`config.mk`:
```
export PLATFORM = sky130hd
export DESIGN_NAME = fsr_top
export DESIGN_NICKNAME = d
export VERILOG_FILES = /design/src/fsr_pkg.sv /design/src/fsr_status_if.sv /design/src/fsr_status_bytes.sv /design/src/fsr_top.sv
export SDC_FILE = /design/constraint.sdc
export NUM_CORES = 1
export LEC_CHECK = 0
export ABC_AREA = 1
export ABC_CLOCK_PERIOD_IN_PS = 3500
export BUFFER_PORTS_ARGS = -buffer_cell sky130_fd_sc_hd__buf_2
export CAP_MARGIN = 15
export CORE_MARGIN = 4
export CORE_UTILIZATION = 61
export DETAILED_ROUTE_END_ITERATION = 12
export HOLD_SLACK_MARGIN = 0.12
export PLACE_DENSITY = 0.85
export SYNTH_ARGS = -nofsm -noshare
export SYNTH_HDL_FRONTEND = slang
export SYNTH_HIERARCHICAL = 1
export SYNTH_SLANG_ARGS = --single-unit
```
`constraint.sdc`:
```
create_clock -name core_clk_i -period 3.5 [get_ports core_clk_i]
set_clock_uncertainty 0.05 [all_clocks]
set_input_delay 0.35 -clock core_clk_i [delete_from_list [all_inputs] [get_ports core_clk_i]]
set_output_delay 0.35 -clock core_clk_i [all_outputs]
set_load 0.01 [all_outputs]
```
`src/fsr_pkg.sv`:
```
// Package with opcode, bit positions and reset values of the flash status readout.
package fsr_pkg;
    localparam logic [7:0] FSR_OPC_STATUS    = 8'hd7;   // Read-status opcode.
    localparam logic [3:0] FSR_DENSITY_CODE  = 4'h5;    // Density code; value is arbitrary.
    localparam int         FSR_RDY_BIT       = 7;       // Ready/busy position in both bytes.
    localparam int         FSR_CMP_BIT       = 6;       // Compare result position, byte one.
    localparam int         FSR_DEN_LSB       = 2;       // Density field low bit, byte one.
    localparam int         FSR_PROT_BIT      = 1;       // Protection position, byte one.
    localparam int         FSR_PSIZE_BIT     = 0;       // Page size position, byte one.
    localparam int         FSR_FAIL_BIT      = 5;       // Erase/program failure, byte two.
    localparam int         FSR_LOCK_BIT      = 3;       // Lockdown allowed, byte two.
    localparam int         FSR_BUF2_BIT      = 2;       // Buffer two suspend, byte two.
    localparam int         FSR_BUF1_BIT      = 1;       // Buffer one suspend, byte two.
    localparam int         FSR_PAUSE_BIT     = 0;       // Erase suspend, byte two.
    localparam logic [2:0] FSR_BIT_CNT_RST   = 3'h0;    // Bit counter value after reset.
    localparam logic       FSR_CMP_RST       = 1'b0;    // Compare flag after reset.
    localparam logic       FSR_FAIL_RST      = 1'b0;    // Failure flag after reset.
    // Phases of one select frame.
    typedef enum logic [1:0] {FSR_IDLE, FSR_OPCODE, FSR_STREAM, FSR_IGNORE} fsr_phase_t;
endpackage : fsr_pkg

```
`src/fsr_status_if.sv`:
```
// Interface carrying the two status bytes from the status keeper to the shifter.
`timescale 1ns/1ns
interface fsr_status_if;
    logic [7:0] first_byte;   // Status byte one.
    logic [7:0] second_byte;  // Status byte two.
    modport src (output first_byte, output second_byte);
    modport dst (input  first_byte, input  second_byte);
endinterface : fsr_status_if

```
`src/fsr_status_bytes.sv`:
```
// Status keeper: sticky compare and failure flags and assembly of both status bytes.
`timescale 1ns/1ns
module fsr_status_bytes
    import fsr_pkg::*;
(
    // Clock and reset.
    input  wire logic core_clk_i,
    input  wire logic rstn_i,
    // Internal engine reports.
    input  wire logic busy_i,
    input  wire logic cmp_done_i,
    input  wire logic cmp_mismatch_i,
    input  wire logic ep_done_i,
    input  wire logic ep_aborted_i,
    input  wire logic ep_fail_i,
    input  wire logic protect_en_i,
    input  wire logic page_256_i,
    input  wire logic lockdown_allowed_flag_i,
    input  wire logic buf2_suspend_flag_i,
    input  wire logic buf1_suspend_flag_i,
    input  wire logic erase_paused_flag_i,
    // Assembled bytes.
    fsr_status_if.src st
);
    logic cmp_q;   // Last compare result.
    logic fail_q;  // Last erase/program failure.

    // Compare result only moves when a compare finishes; failure only on a finished, non-aborted operation.
    always_ff @(posedge core_clk_i) begin
        if (!rstn_i) begin
            cmp_q <= FSR_CMP_RST;
            fail_q <= FSR_FAIL_RST;
        end else begin
            if (cmp_done_i) begin
                cmp_q <= cmp_mismatch_i;
            end
            if (ep_done_i && !ep_aborted_i) begin
                fail_q <= ep_fail_i;
            end
        end
    end

    // Byte one: ready, compare, density, protection, page size.
    always_comb begin
        st.first_byte                                 = '0;
        st.first_byte[FSR_RDY_BIT]                    = !busy_i;
        st.first_byte[FSR_CMP_BIT]                    = cmp_q;
        st.first_byte[FSR_DEN_LSB+3:FSR_DEN_LSB]      = FSR_DENSITY_CODE;
        st.first_byte[FSR_PROT_BIT]                   = protect_en_i;
        st.first_byte[FSR_PSIZE_BIT]                  = page_256_i;
    end

    // Byte two: reserved bits stay zero from the default.
    always_comb begin
        st.second_byte                 = '0;
        st.second_byte[FSR_RDY_BIT]    = !busy_i;
        st.second_byte[FSR_FAIL_BIT]   = fail_q;
        st.second_byte[FSR_LOCK_BIT]   = lockdown_allowed_flag_i;
        st.second_byte[FSR_BUF2_BIT]   = buf2_suspend_flag_i;
        st.second_byte[FSR_BUF1_BIT]   = buf1_suspend_flag_i;
        st.second_byte[FSR_PAUSE_BIT]  = erase_paused_flag_i;
    end

    // An aborted operation must leave the failure flag as it was.
    a_abort_keeps_fail: assert property (@(posedge core_clk_i) disable iff (!rstn_i)
        (ep_done_i && ep_aborted_i) |=> fail_q == $past(fail_q))
        else $error("Failure flag changed on aborted operation.");
    // Compare flag moves only after a compare completes.
    a_cmp_only_done: assert property (@(posedge core_clk_i) disable iff (!rstn_i)
        (cmp_q != $past(cmp_q)) |-> $past(cmp_done_i))
        else $error("Compare flag changed without a compare completing.");
endmodule : fsr_status_bytes

```
`src/fsr_top.sv`:
```
// Serial status-read front end: samples select and clock, decodes the opcode, streams status bytes.
//
// Behaviour
// - Status read answered anytime, even while busy.
// - After opcode, one status bit per clock.
// - After byte two, repeat from byte one.
// - Bit seven of both bytes is ready flag.
// - Deselect ends read anytime; output floats.
// - Byte one bit six shows compare mismatch.
// - Compare bit changes only on compare completion.
// - Byte one bits five to two: density code.
// - Byte one bit one: protection enabled.
// - Byte one bit zero: 256-byte page size.
// - Byte two bits six, four read zero.
// - Byte two bit five: erase/program failed.
// - Aborted operations never set failure bit.
// - Failure bit re-evaluated after each operation; aborted ones leave it as it was.
// - Byte two bit three: lockdown still allowed.
// - Byte two bit two: buffer two suspended.
// - Byte two bit one: buffer one suspended.
// - Byte two bit zero: erase suspended.
`timescale 1ns/1ns
module fsr_top
    import fsr_pkg::*;
(
    // Clock and reset.
    input  wire logic core_clk_i,
    input  wire logic rstn_i,
    // Serial pins, asynchronous to the core clock.
    input  wire logic spi_csn_i,
    input  wire logic spi_sck_i,
    input  wire logic spi_si_i,
    output logic      spi_so_o,
    output logic      spi_so_oe_o,
    // Internal engine reports.
    input  wire logic busy_i,
    input  wire logic cmp_done_i,
    input  wire logic cmp_mismatch_i,
    input  wire logic ep_done_i,
    input  wire logic ep_aborted_i,
    input  wire logic ep_fail_i,
    input  wire logic protect_en_i,
    input  wire logic page_256_i,
    input  wire logic lockdown_allowed_flag_i,
    input  wire logic buf2_suspend_flag_i,
    input  wire logic buf1_suspend_flag_i,
    input  wire logic erase_paused_flag_i,
    // Buffer write guards for the command decoder.
    output logic      buf1_write_block_o,
    output logic      buf2_write_block_o
);
    // Two-stage synchronisers for the three pin inputs.
    logic [2:0] sync1_q;     // First stage, read only by the second.
    logic [2:0] sync2_q;     // Second stage.
    logic       sck_prev_q;  // Previous synchronised clock for edge finding.

    always_ff @(posedge core_clk_i) begin
        if (!rstn_i) begin
            // Both stages start at the idle pin levels, so reset shows no false select.
            sync1_q    <= 3'h1;
            sync2_q    <= 3'h1;
            sck_prev_q <= 1'b0;
        end else begin
            sync1_q    <= {spi_si_i, spi_sck_i, spi_csn_i};
            sync2_q    <= sync1_q;
            sck_prev_q <= sync2_q[1];
        end
    end

    // Decoded pin views; edges are detected on synchronised values only.
    wire cs_act   = !sync2_q[0];
    wire si_s     = sync2_q[2];
    wire sck_rise = sync2_q[1] && !sck_prev_q;
    wire sck_fall = !sync2_q[1] && sck_prev_q;

    // Status bytes come from the keeper over the interface.
    fsr_status_if st_if ();
    fsr_status_bytes u_bytes (
        .core_clk_i              (core_clk_i),
        .rstn_i                  (rstn_i),
        .busy_i                  (busy_i),
        .cmp_done_i              (cmp_done_i),
        .cmp_mismatch_i          (cmp_mismatch_i),
        .ep_done_i               (ep_done_i),
        .ep_aborted_i            (ep_aborted_i),
        .ep_fail_i               (ep_fail_i),
        .protect_en_i            (protect_en_i),
        .page_256_i              (page_256_i),
        .lockdown_allowed_flag_i (lockdown_allowed_flag_i),
        .buf2_suspend_flag_i     (buf2_suspend_flag_i),
        .buf1_suspend_flag_i     (buf1_suspend_flag_i),
        .erase_paused_flag_i     (erase_paused_flag_i),
        .st                      (st_if.src)
    );

    // Frame state.
    fsr_phase_t phase_q;     // Current phase of the frame.
    logic [2:0] bit_cnt_q;   // Bit position within the current byte.
    logic [6:0] opc_q;       // Opcode bits received so far.
    logic       byte_sel_q;  // Zero for status byte one, one for byte two.
    logic [7:0] shift_q;     // Byte being shifted out, latched at byte start.
    logic       so_q;        // Serial output bit.
    logic       oe_q;        // Serial output enable.

    // Opcode is complete on the eighth rising edge.
    wire [7:0] opc_full  = {opc_q, si_s};
    wire       opc_last  = (bit_cnt_q == 3'h7);
    wire       opc_match = (opc_full == FSR_OPC_STATUS);
    // Next byte is chosen from the alternation; busy is sampled fresh for each byte.
    wire [7:0] next_byte = byte_sel_q ? st_if.second_byte : st_if.first_byte;
    wire       byte_end  = (bit_cnt_q == 3'h7);

    // Frame sequencer: opcode collection, then endless alternation of bytes.
    // Output changes on the falling edge so the host samples a stable bit on the rising one.
    always_ff @(posedge core_clk_i) begin
        if (!rstn_i) begin
            phase_q    <= FSR_IDLE;
            bit_cnt_q  <= FSR_BIT_CNT_RST;
            opc_q      <= '0;
            byte_sel_q <= 1'b0;
            shift_q    <= '0;
            so_q       <= 1'b0;
            oe_q       <= 1'b0;
        end else if (!cs_act) begin
            // Deselect aborts at any bit and releases the output.
            phase_q   <= FSR_IDLE;
            bit_cnt_q <= FSR_BIT_CNT_RST;
            oe_q      <= 1'b0;
        end else begin
            unique case (phase_q)
                FSR_IDLE: begin
                    // Select seen: start collecting opcode; busy does not matter.
                    phase_q    <= FSR_OPCODE;
                    bit_cnt_q  <= FSR_BIT_CNT_RST;
                    byte_sel_q <= 1'b0;
                    if (sck_rise) begin
                        opc_q     <= {opc_q[5:0], si_s};
                        bit_cnt_q <= 3'h1;
                    end
                end
                FSR_OPCODE: begin
                    if (sck_rise) begin
                        opc_q     <= opc_full[6:0];
                        bit_cnt_q <= bit_cnt_q + 3'h1;
                        if (opc_last) begin
                            // Status read taken; anything else is left to other decoders.
                            phase_q <= opc_match ? FSR_STREAM : FSR_IGNORE;
                            shift_q <= st_if.first_byte;
                        end
                    end
                end
                FSR_STREAM: begin
                    if (sck_fall) begin
                        // Most significant bit first, one bit per clock.
                        so_q    <= shift_q[7 - bit_cnt_q];
                        oe_q    <= 1'b1;
                    end
                    if (sck_rise) begin
                        bit_cnt_q <= bit_cnt_q + 3'h1;
                        if (byte_end) begin
                            // Wrap to the other byte with freshly sampled contents.
                            byte_sel_q <= !byte_sel_q;
                            shift_q    <= byte_sel_q ? st_if.first_byte : st_if.second_byte;
                        end
                    end
                end
                FSR_IGNORE: begin
                    oe_q <= 1'b0;
                end
            endcase
        end
    end

    // Output pins.
    assign spi_so_o    = so_q;
    assign spi_so_oe_o = oe_q;

    // Suspended buffers may not be modified by any command.
    assign buf1_write_block_o = buf1_suspend_flag_i;
    assign buf2_write_block_o = buf2_suspend_flag_i;

    // Deselect must release the output within one cycle.
    a_desel_floats: assert property (@(posedge core_clk_i) disable iff (!rstn_i)
        !cs_act |=> !spi_so_oe_o)
        else $error("Output still driven after deselect.");
    // The output is never driven outside the streaming phase.
    a_oe_only_stream: assert property (@(posedge core_clk_i) disable iff (!rstn_i)
        spi_so_oe_o |-> $past(phase_q) == FSR_STREAM)
        else $error("Output driven outside status stream.");
    // The byte selection alternates at the end of every byte.
    a_byte_wrap: assert property (@(posedge core_clk_i) disable iff (!rstn_i)
        (phase_q == FSR_STREAM && cs_act && sck_rise && byte_end) |=> byte_sel_q != $past(byte_sel_q))
        else $error("Status byte did not alternate.");
    // First bit of byte one is the inverse of busy when latched after the opcode.
    a_msb_ready: assert property (@(posedge core_clk_i) disable iff (!rstn_i)
        (phase_q == FSR_OPCODE && cs_act && sck_rise && opc_last) |=> shift_q[7] == !$past(busy_i))
        else $error("Ready bit not at the head of the byte.");
    // A matching opcode starts the stream even while busy.
    a_busy_accept: assert property (@(posedge core_clk_i) disable iff (!rstn_i)
        (phase_q == FSR_OPCODE && cs_act && sck_rise && opc_last && opc_match) |=> phase_q == FSR_STREAM)
        else $error("Status opcode not accepted.");
    // Reserved bits of byte two always zero.
    a_reserved_zero: assert property (@(posedge core_clk_i) disable iff (!rstn_i)
        st_if.second_byte[6] == 1'b0 && st_if.second_byte[4] == 1'b0)
        else $error("Reserved status bit set.");

    // The serial output only moves on a falling clock edge of the stream.
    a_so_holds: assert property (@(posedge core_clk_i) disable iff (!rstn_i)
        !(phase_q == FSR_STREAM && cs_act && sck_fall) |=> $stable(spi_so_o))
        else $error("Serial output moved off a falling edge.");

    // The output is switched on by a falling edge, never by a rising one.
    a_oe_after_fall: assert property (@(posedge core_clk_i) disable iff (!rstn_i)
        $rose(spi_so_oe_o) |-> $past(sck_fall))
        else $error("Output enabled without a falling edge.");

    // Opcode bits are counted only on rising clock edges.
    a_opc_cnt_hold: assert property (@(posedge core_clk_i) disable iff (!rstn_i)
        (phase_q == FSR_OPCODE && cs_act && !sck_rise) |=> bit_cnt_q == $past(bit_cnt_q))
        else $error("Opcode counter moved without a clock.");

    // Each rising edge of the stream consumes exactly one bit.
    a_stream_cnt_step: assert property (@(posedge core_clk_i) disable iff (!rstn_i)
        (phase_q == FSR_STREAM && cs_act && sck_rise) |=> bit_cnt_q == $past(bit_cnt_q) + 3'h1)
        else $error("Stream bit counter did not advance by one.");

    // A foreign command never drives the output.
    a_ignore_silent: assert property (@(posedge core_clk_i) disable iff (!rstn_i)
        phase_q == FSR_IGNORE |=> !spi_so_oe_o)
        else $error("Output driven for a foreign opcode.");

    // Any other opcode is left alone for the rest of the frame.
    a_other_opc_ignored: assert property (@(posedge core_clk_i) disable iff (!rstn_i)
        (phase_q == FSR_OPCODE && cs_act && sck_rise && opc_last && !opc_match) |=> phase_q == FSR_IGNORE)
        else $error("Foreign opcode not ignored.");

    // Deselect returns the frame to idle at any bit.
    a_desel_idle: assert property (@(posedge core_clk_i) disable iff (!rstn_i)
        !cs_act |=> phase_q == FSR_IDLE)
        else $error("Frame not ended by deselect.");

    // Away from a byte end the byte selection stays put.
    a_byte_sel_hold: assert property (@(posedge core_clk_i) disable iff (!rstn_i)
        (phase_q == FSR_STREAM && !(cs_act && sck_rise && byte_end)) |=> byte_sel_q == $past(byte_sel_q))
        else $error("Byte selection moved inside a byte.");

    // A byte being shifted is never reloaded halfway through.
    a_shift_hold: assert property (@(posedge core_clk_i) disable iff (!rstn_i)
        (phase_q == FSR_STREAM && !(cs_act && sck_rise && byte_end)) |=> $stable(shift_q))
        else $error("Shift byte reloaded inside a byte.");

    // After byte one comes a fresh copy of byte two.
    a_fresh_second: assert property (@(posedge core_clk_i) disable iff (!rstn_i)
        (phase_q == FSR_STREAM && cs_act && sck_rise && byte_end && !byte_sel_q)
        |=> shift_q == $past(st_if.second_byte))
        else $error("Byte two not loaded after byte one.");

    // After byte two comes a fresh copy of byte one.
    a_fresh_first: assert property (@(posedge core_clk_i) disable iff (!rstn_i)
        (phase_q == FSR_STREAM && cs_act && sck_rise && byte_end && byte_sel_q)
        |=> shift_q == $past(st_if.first_byte))
        else $error("Byte one not loaded after byte two.");

    // Write guards follow the suspend flags at all times.
    a_block_guard: assert property (@(posedge core_clk_i) disable iff (!rstn_i)
        buf1_write_block_o == buf1_suspend_flag_i && buf2_write_block_o == buf2_suspend_flag_i)
        else $error("Buffer write guard differs from suspend flag.");

    // Select is seen exactly two core edges after the pin.
    a_sync_latency: assert property (@(posedge core_clk_i) disable iff (!rstn_i)
        cs_act == !$past(spi_csn_i, 2))
        else $error("Select synchroniser latency wrong.");

    // Selection always starts opcode collection, busy or not.
    a_select_starts: assert property (@(posedge core_clk_i) disable iff (!rstn_i)
        (phase_q == FSR_IDLE && cs_act) |=> phase_q == FSR_OPCODE)
        else $error("Selection did not start a command.");

    // The density field is the fixed code.
    a_density_fixed: assert property (@(posedge core_clk_i) disable iff (!rstn_i)
        st_if.first_byte[FSR_DEN_LSB+3:FSR_DEN_LSB] == FSR_DENSITY_CODE)
        else $error("Density code not fixed.");

    // Both bytes carry the current ready state.
    a_ready_both: assert property (@(posedge core_clk_i) disable iff (!rstn_i)
        st_if.first_byte[FSR_RDY_BIT] == !busy_i && st_if.second_byte[FSR_RDY_BIT] == !busy_i)
        else $error("Ready bit does not follow busy.");

    // The stream runs for as long as select stays active.
    a_stream_stays: assert property (@(posedge core_clk_i) disable iff (!rstn_i)
        (phase_q == FSR_STREAM && cs_act) |=> phase_q == FSR_STREAM)
        else $error("Stream stopped while selected.");

    // The first bit of a byte is its most significant one.
    a_first_bit_head: assert property (@(posedge core_clk_i) disable iff (!rstn_i)
        (phase_q == FSR_STREAM && cs_act && sck_fall && bit_cnt_q == 3'h0) |=> spi_so_o == $past(shift_q[7]))
        else $error("Byte does not start with its top bit.");

    // Once driving, the output stays enabled while selected.
    a_oe_stays: assert property (@(posedge core_clk_i) disable iff (!rstn_i)
        (spi_so_oe_o && cs_act) |=> spi_so_oe_o)
        else $error("Output released while still selected.");
endmodule : fsr_top

```
# After elaboration in Yosys (flattened, before gate mapping)
# Cells that the tools add are included.
[word_totals]
output_inout_bits = 4
regBits = 32
inputBits = 17
[op_classes]
order_cmp = 1
eq_ne = 11
n_addsub = 2
n_bitwise = 2
n_reduce_logical = 24
muxes = 20
[ops]
columns = ["cell", "count"]
rows = [
  ["32-bit by 4-bit less-than comparator with 1-bit output, second input constant", 1],
  ["8-bit 2-to-1 mux", 4],
  ["8-bit one-hot mux with 2 select lines", 1],
  ["2-bit != test, second input constant", 5],
  ["2-bit nonzero test", 5],
  ["3-bit AND reduction", 3],
  ["8-bit == test, second input constant", 1],
  ["7-bit 2-to-1 mux", 1],
  ["1-bit 2-to-1 mux", 6],
  ["3-bit one-hot mux with 2 select lines", 1],
  ["6-bit AND reduction", 1],
  ["2-bit OR reduction", 3],
  ["1-bit logical NOT", 5],
  ["2-bit == test, second input constant", 2],
  ["2-bit 2-to-1 mux", 2],
  ["1-bit one-hot mux with 2 select lines", 2],
  ["2-bit one-hot mux with 2 select lines", 1],
  ["2-bit AND reduction", 2],
  ["4-bit AND reduction", 1],
  ["3-bit by 3-bit subtractor with 4-bit output, first input constant", 1],
  ["3-bit by 1-bit adder with 3-bit output, second input constant", 1],
  ["1-bit binary-select mux with 3-bit select", 1],
  ["3-bit == test, second input constant", 1],
  ["1-bit logical AND", 3],
  ["other kinds (5)", 6],
]

# Logic depth before layout (Yosys ltp)
[depth]
word_depth = 5
mapped_depth = 11

# By module
# The synthesis kept the hierarchy.
[modules_own_cells]
columns = ["mod", "n_inst", "area_per_inst_um2", "cells_each", "seq_area_each_um2"]
rows = [
  ["fsr_top", 1, 1542.7, 234, 600.6],
  ["fsr_status_bytes", 1, 207.7, 29, 40.0],
]

# Worst setup path before layout
# No wires, ideal clock.
[synth_path]
kind = "register -> register"
startpoint = "reg bit_cnt_q[0]"
endpoint = "reg shift_q[5]"
setup_ns = 0.113
arrival_time_ns = 1.377
t_required_ns = 3.337
slack_ns = 1.960
path_stages_with_launch = 11
n_path_buf = 1
path_cell_list = "dfxtp_1 -> ha_1 -> ha_1 -> nor2_1 -> a21oi_2 -> nand2_1 -> nor2_4 -> buf_6 -> nand2_1 -> nand2_1 -> nor2_1"
[synth_between]
elab_chain_len = 3
[synth_rtl]
columns = ["item", "line_no", "text"]
rows = [
  ["start: declaration", "fsr_top.sv:98", "logic [2:0] bit_cnt_q;"],
  ["start signal: assignment", "fsr_top.sv:144", "bit_cnt_q <= bit_cnt_q + 3'h1;"],
  ["start signal: assignment", "fsr_top.sv:159", "bit_cnt_q <= bit_cnt_q + 3'h1;"],
  ["3-bit == test (*)", "fsr_top.sv:107, fsr_top.sv:111", ""],
  ["2-bit != test (no source line)", "--", ""],
  ["6-bit AND reduction (no source line) (*)", "--", ""],
  ["end signal: assignment", "fsr_top.sv:148", "shift_q <= st_if.first_byte;"],
  ["end signal: assignment", "fsr_top.sv:163", "shift_q <= byte_sel_q ? st_if.first_byte : st_if.second_byte;"],
  ["end: declaration", "fsr_top.sv:101", "logic [7:0] shift_q;"],
]
# Every way passes the cells marked *; elsewhere a longest branch is shown, timed or not.
# A chain may end at the register's enable or synchronous reset.

# Worst setup path in the final report
[layout_path]
startpoint = "reg phase_q[0]"
endpoint = "reg shift_q[5]"
[layout_between]
elab_chain_len = 3
[layout_rtl]
columns = ["item", "line_no", "text"]
rows = [
  ["start: declaration", "fsr_top.sv:97", "fsr_phase_t phase_q;"],
  ["start signal: assignment", "fsr_top.sv:147", "phase_q <= opc_match ? FSR_STREAM : FSR_IGNORE;"],
  ["2-bit == test or 2-bit by 1-bit == test with 1-bit output (tied branches)", "fsr_top.sv:130", "unique case (phase_q)"],
  ["2-bit != test (no source line) or 2-bit nonzero test (tied branches)", "--", ""],
  ["6-bit AND reduction (no source line)", "--", ""],
]
# Parallel ways exist; a longest one is shown, timed or not.

==> results by group <==
Status
  – Status: complete, no violations

Detailed routing
  – Total number of vias: 1454
  – DR WL/cell: 9.67 um
  – Post-route ant nets: 0
  – 1st-iter DRT viols: 92
  – DR pass1 iterations: 4
  – Drt total wl: 2.95 mm
  – Remaining DRCs: 0
  – Drt via density: 4.77

Placement
  – Final HPWL DP: 2.27 mm
  – PortBufs: 20
  – Placed insts: 297
  – Routability cong.: 0.941

Synth
  – Predominant post-synthesis flop cell: dfxtp_1
  – Synthesized cell area: 0.00175 sq mm
  – Yosys top cell by area: dfxtp_1
  – Cells after Synth: 263
  – Sequential-to-total area share from yosys stat: 0.366
  – Synth warn: 6
  – EDFF count, synth: 0
  – #FFs+latches synth: 32
  – Async SR Flop Fraction: 0
  – Post-synth top area share: 0.366
  – Syn_area_per_cell: 6.66 sq um
  – Distinct cells, synth: 27
  – Synth area leaders: dfxtp_1 37%, nand2_1 14%, nor2_1 9.2%

Clocking
  – CTS sink cnt: 32
  – Worst-path clk slew: 0.10 ns
  – CTS tree: built
  – Clk Latency, worst-skew pair: 0.32 ns
  – Inserted Clock Buffers: 5
  – Root Buffer: clkbuf_4
  – Postcts setup bufs: 0
  – CTS Buffer Depth: 2
  – # resized after CTS: 0
  – Post-CTS Hold Buffers: 0
  – H-tree levels: 2

Layout
  – N_diodes: 0
  – Fin nets: 298
  – Area delta synth->final: 3.65%
  – Commonest non-fill, non-tap cell in the layout: nand2_1
  – Share of cells above drive strength 1: 0.139
  – Commonest non-fill, non-tap cells in the layout: 67 x nand2_1, 43 x nor2_1, 39 x inv_1, 32 x dfxtp_1, 20 x buf_2
  – Non-filler instance count after layout: 305

Setup path
  – Worst endpoint required time: 3.67 ns
  – Critical path peak fanout: 16
  – CP Launch Type: flip-flop
  – R2r endpoint: shift_q[5]
  – WP data arrival: 2.08 ns
  – CP Class: flip-flop to flip-flop
  – CP Launch Point: phase_q[0]
  – Worst r2r src: phase_q[0]
  – Crit path capture: shift_q[5]
  – Reg2Reg Depth: 10
  – CP Capture Type: flip-flop
  – Worst R2R Setup Slack: 1.60 ns

Power and ir drop
  – Pwr/cell area: 356 mW/mm^2
  – Peak supply drop: 0.288 mV
  – Leakage: 0.939 nW
  – Overall power: 0.645 mW

Floorplan
  – Die H: 61.6 um
  – Chip Width: 61.6 um
  – Effective utilization at floorplan: 0.635
  – IO Pins: 21
  – Die area: 0.00379 sq mm
  – Core Area: 0.00276 sq mm
  – # rows: 19

Timing
  – Fmax: 526 MHz
  – Hold Fails Final Rpt: 0
  – Tmin final: 1.90 ns
  – Final slew viol count: 0
  – RSZ-0062 raised after global routing: no
  – Period utilization: 0.544
  – Worst hold margin: 0.157 ns
  – Setup TNS: 0 ns
  – # setup viols final: 0

Global routing
  – All-Layer GR Usage: 0.184
  – Global-route wire length before repair: 5.22 mm
  – Pin count of the biggest net entering global routing: 25
  – Initial antenna violation count: 0
  – Total grt overflow: 0
  – Vias in the first global route: 1298

Flow run
  – Max Cap Violations: 0

Min path
  – Min-delay worst type: input pin to flip-flop
==> how the worst min path moves through the flow <==
stage,startpoint,slack [ns],to,depth (start not counted)
final,spi_csn_i,0.16,sync1_q[0],2
after global routing,spi_csn_i,0.14,sync1_q[0],2
after floorplan,sync1_q[1],0.34,sync2_q[1],2
after global placement,sync1_q[1],0.35,sync2_q[1],2
after detailed placement,sync1_q[1],0.35,sync2_q[1],2
after CTS,spi_csn_i,0.15,sync1_q[0],2
==> stage by stage <==
| stage | area, sq um | worst slack [ns] | util |
|---|---|---|---|
| 3_5_place_dp | 1750 | 1.61 | 0.636 |
| 6_report | 1810 | 1.60 | 0.658 |
| 4_1_cts | 1810 | 1.59 | 0.658 |
| 3_3_place_gp | 1750 | 1.69 | 0.636 |
| 5_1_grt | 1810 | 1.41 | 0.658 |
| 2_1_floorplan | 1770 | 1.96 | - |
==> worst max-delay path: stages, from the launching register on <==
cell and delay (ns):
dfxtp_1 0.40, inv_1 0.11, ha_1 0.36, inv_1 0.15, nand2_1 0.07, nand2_1 0.06, nand2_1 0.08, nor2_4 0.28
nand2_1 0.11, nand2_1 0.08, nor2_1 0.04
==> cell usage after synthesis (8+ instances only) <==
cell type and count:
nand2_1 67, dfxtp_1 32, ha_1 8, nand3_1 14, buf_4 17, inv_1 39, nor2_1 43, a21oi_1 8
o21ai_0 11
==> area by class of cell <==
| class | instances | area, sq um |
|---|---|---|
| Fill cell | 262 | 943 |
| Tap cell | 31 | 38.8 |
| Inverter | 41 | 154 |
| Multi-Input combinational cell | 173 | 820 |
| Timing Repair Buffer | 20 | 100 |
| Clock inverter | 2 | 10.0 |
| Sequential cell | 32 | 641 |
| Clock buffer | 6 | 51.3 |
==> state kept, by name (all words and copies together), names as in the netlist <==
name	flops
shift_q	8
opc_q	7
bit_cnt_q	3
sync1_q	3
sync2_q	3
phase_q	2
byte_sel_q	1
sck_prev_q	1
spi_so_o	1
spi_so_oe_o	1
u_bytes/cmp_q	1
u_bytes/fail_q	1
==> power breakdown <==
group	internal, mW	switching [mW]
sequential	0.372	0.00474
combinational	0.0208	0.0320
clock	0.0955	0.120
==> kinds of logic (layout without fill, tap and decap cells) <==
group / after synthesis / in the layout / share of synthesized area
AOI/OAI and AO/OA: 23 / 23 / 0.0722
DFF: 32 / 32 / 0.366
adders and majority gates: 8 / 8 / 0.0572
buffers and inverters: 62 / 69 / 0.174
and+or+nand+nor: 136 / 136 / 0.326
other: 2 / 6 / 0.00429
==> metal layers <==
layer / track usage / vias up / part of all wire
li1: - / 796 / -
met1: 0.237 / 631 / 0.48
met4: 0.0818 / 0 / 0.013
met5: 0 / - / 0
met2: 0.290 / 23 / 0.47
met3: 0.0440 / 4 / 0.038
Note: power is estimated with default switching activity, not from simulation.
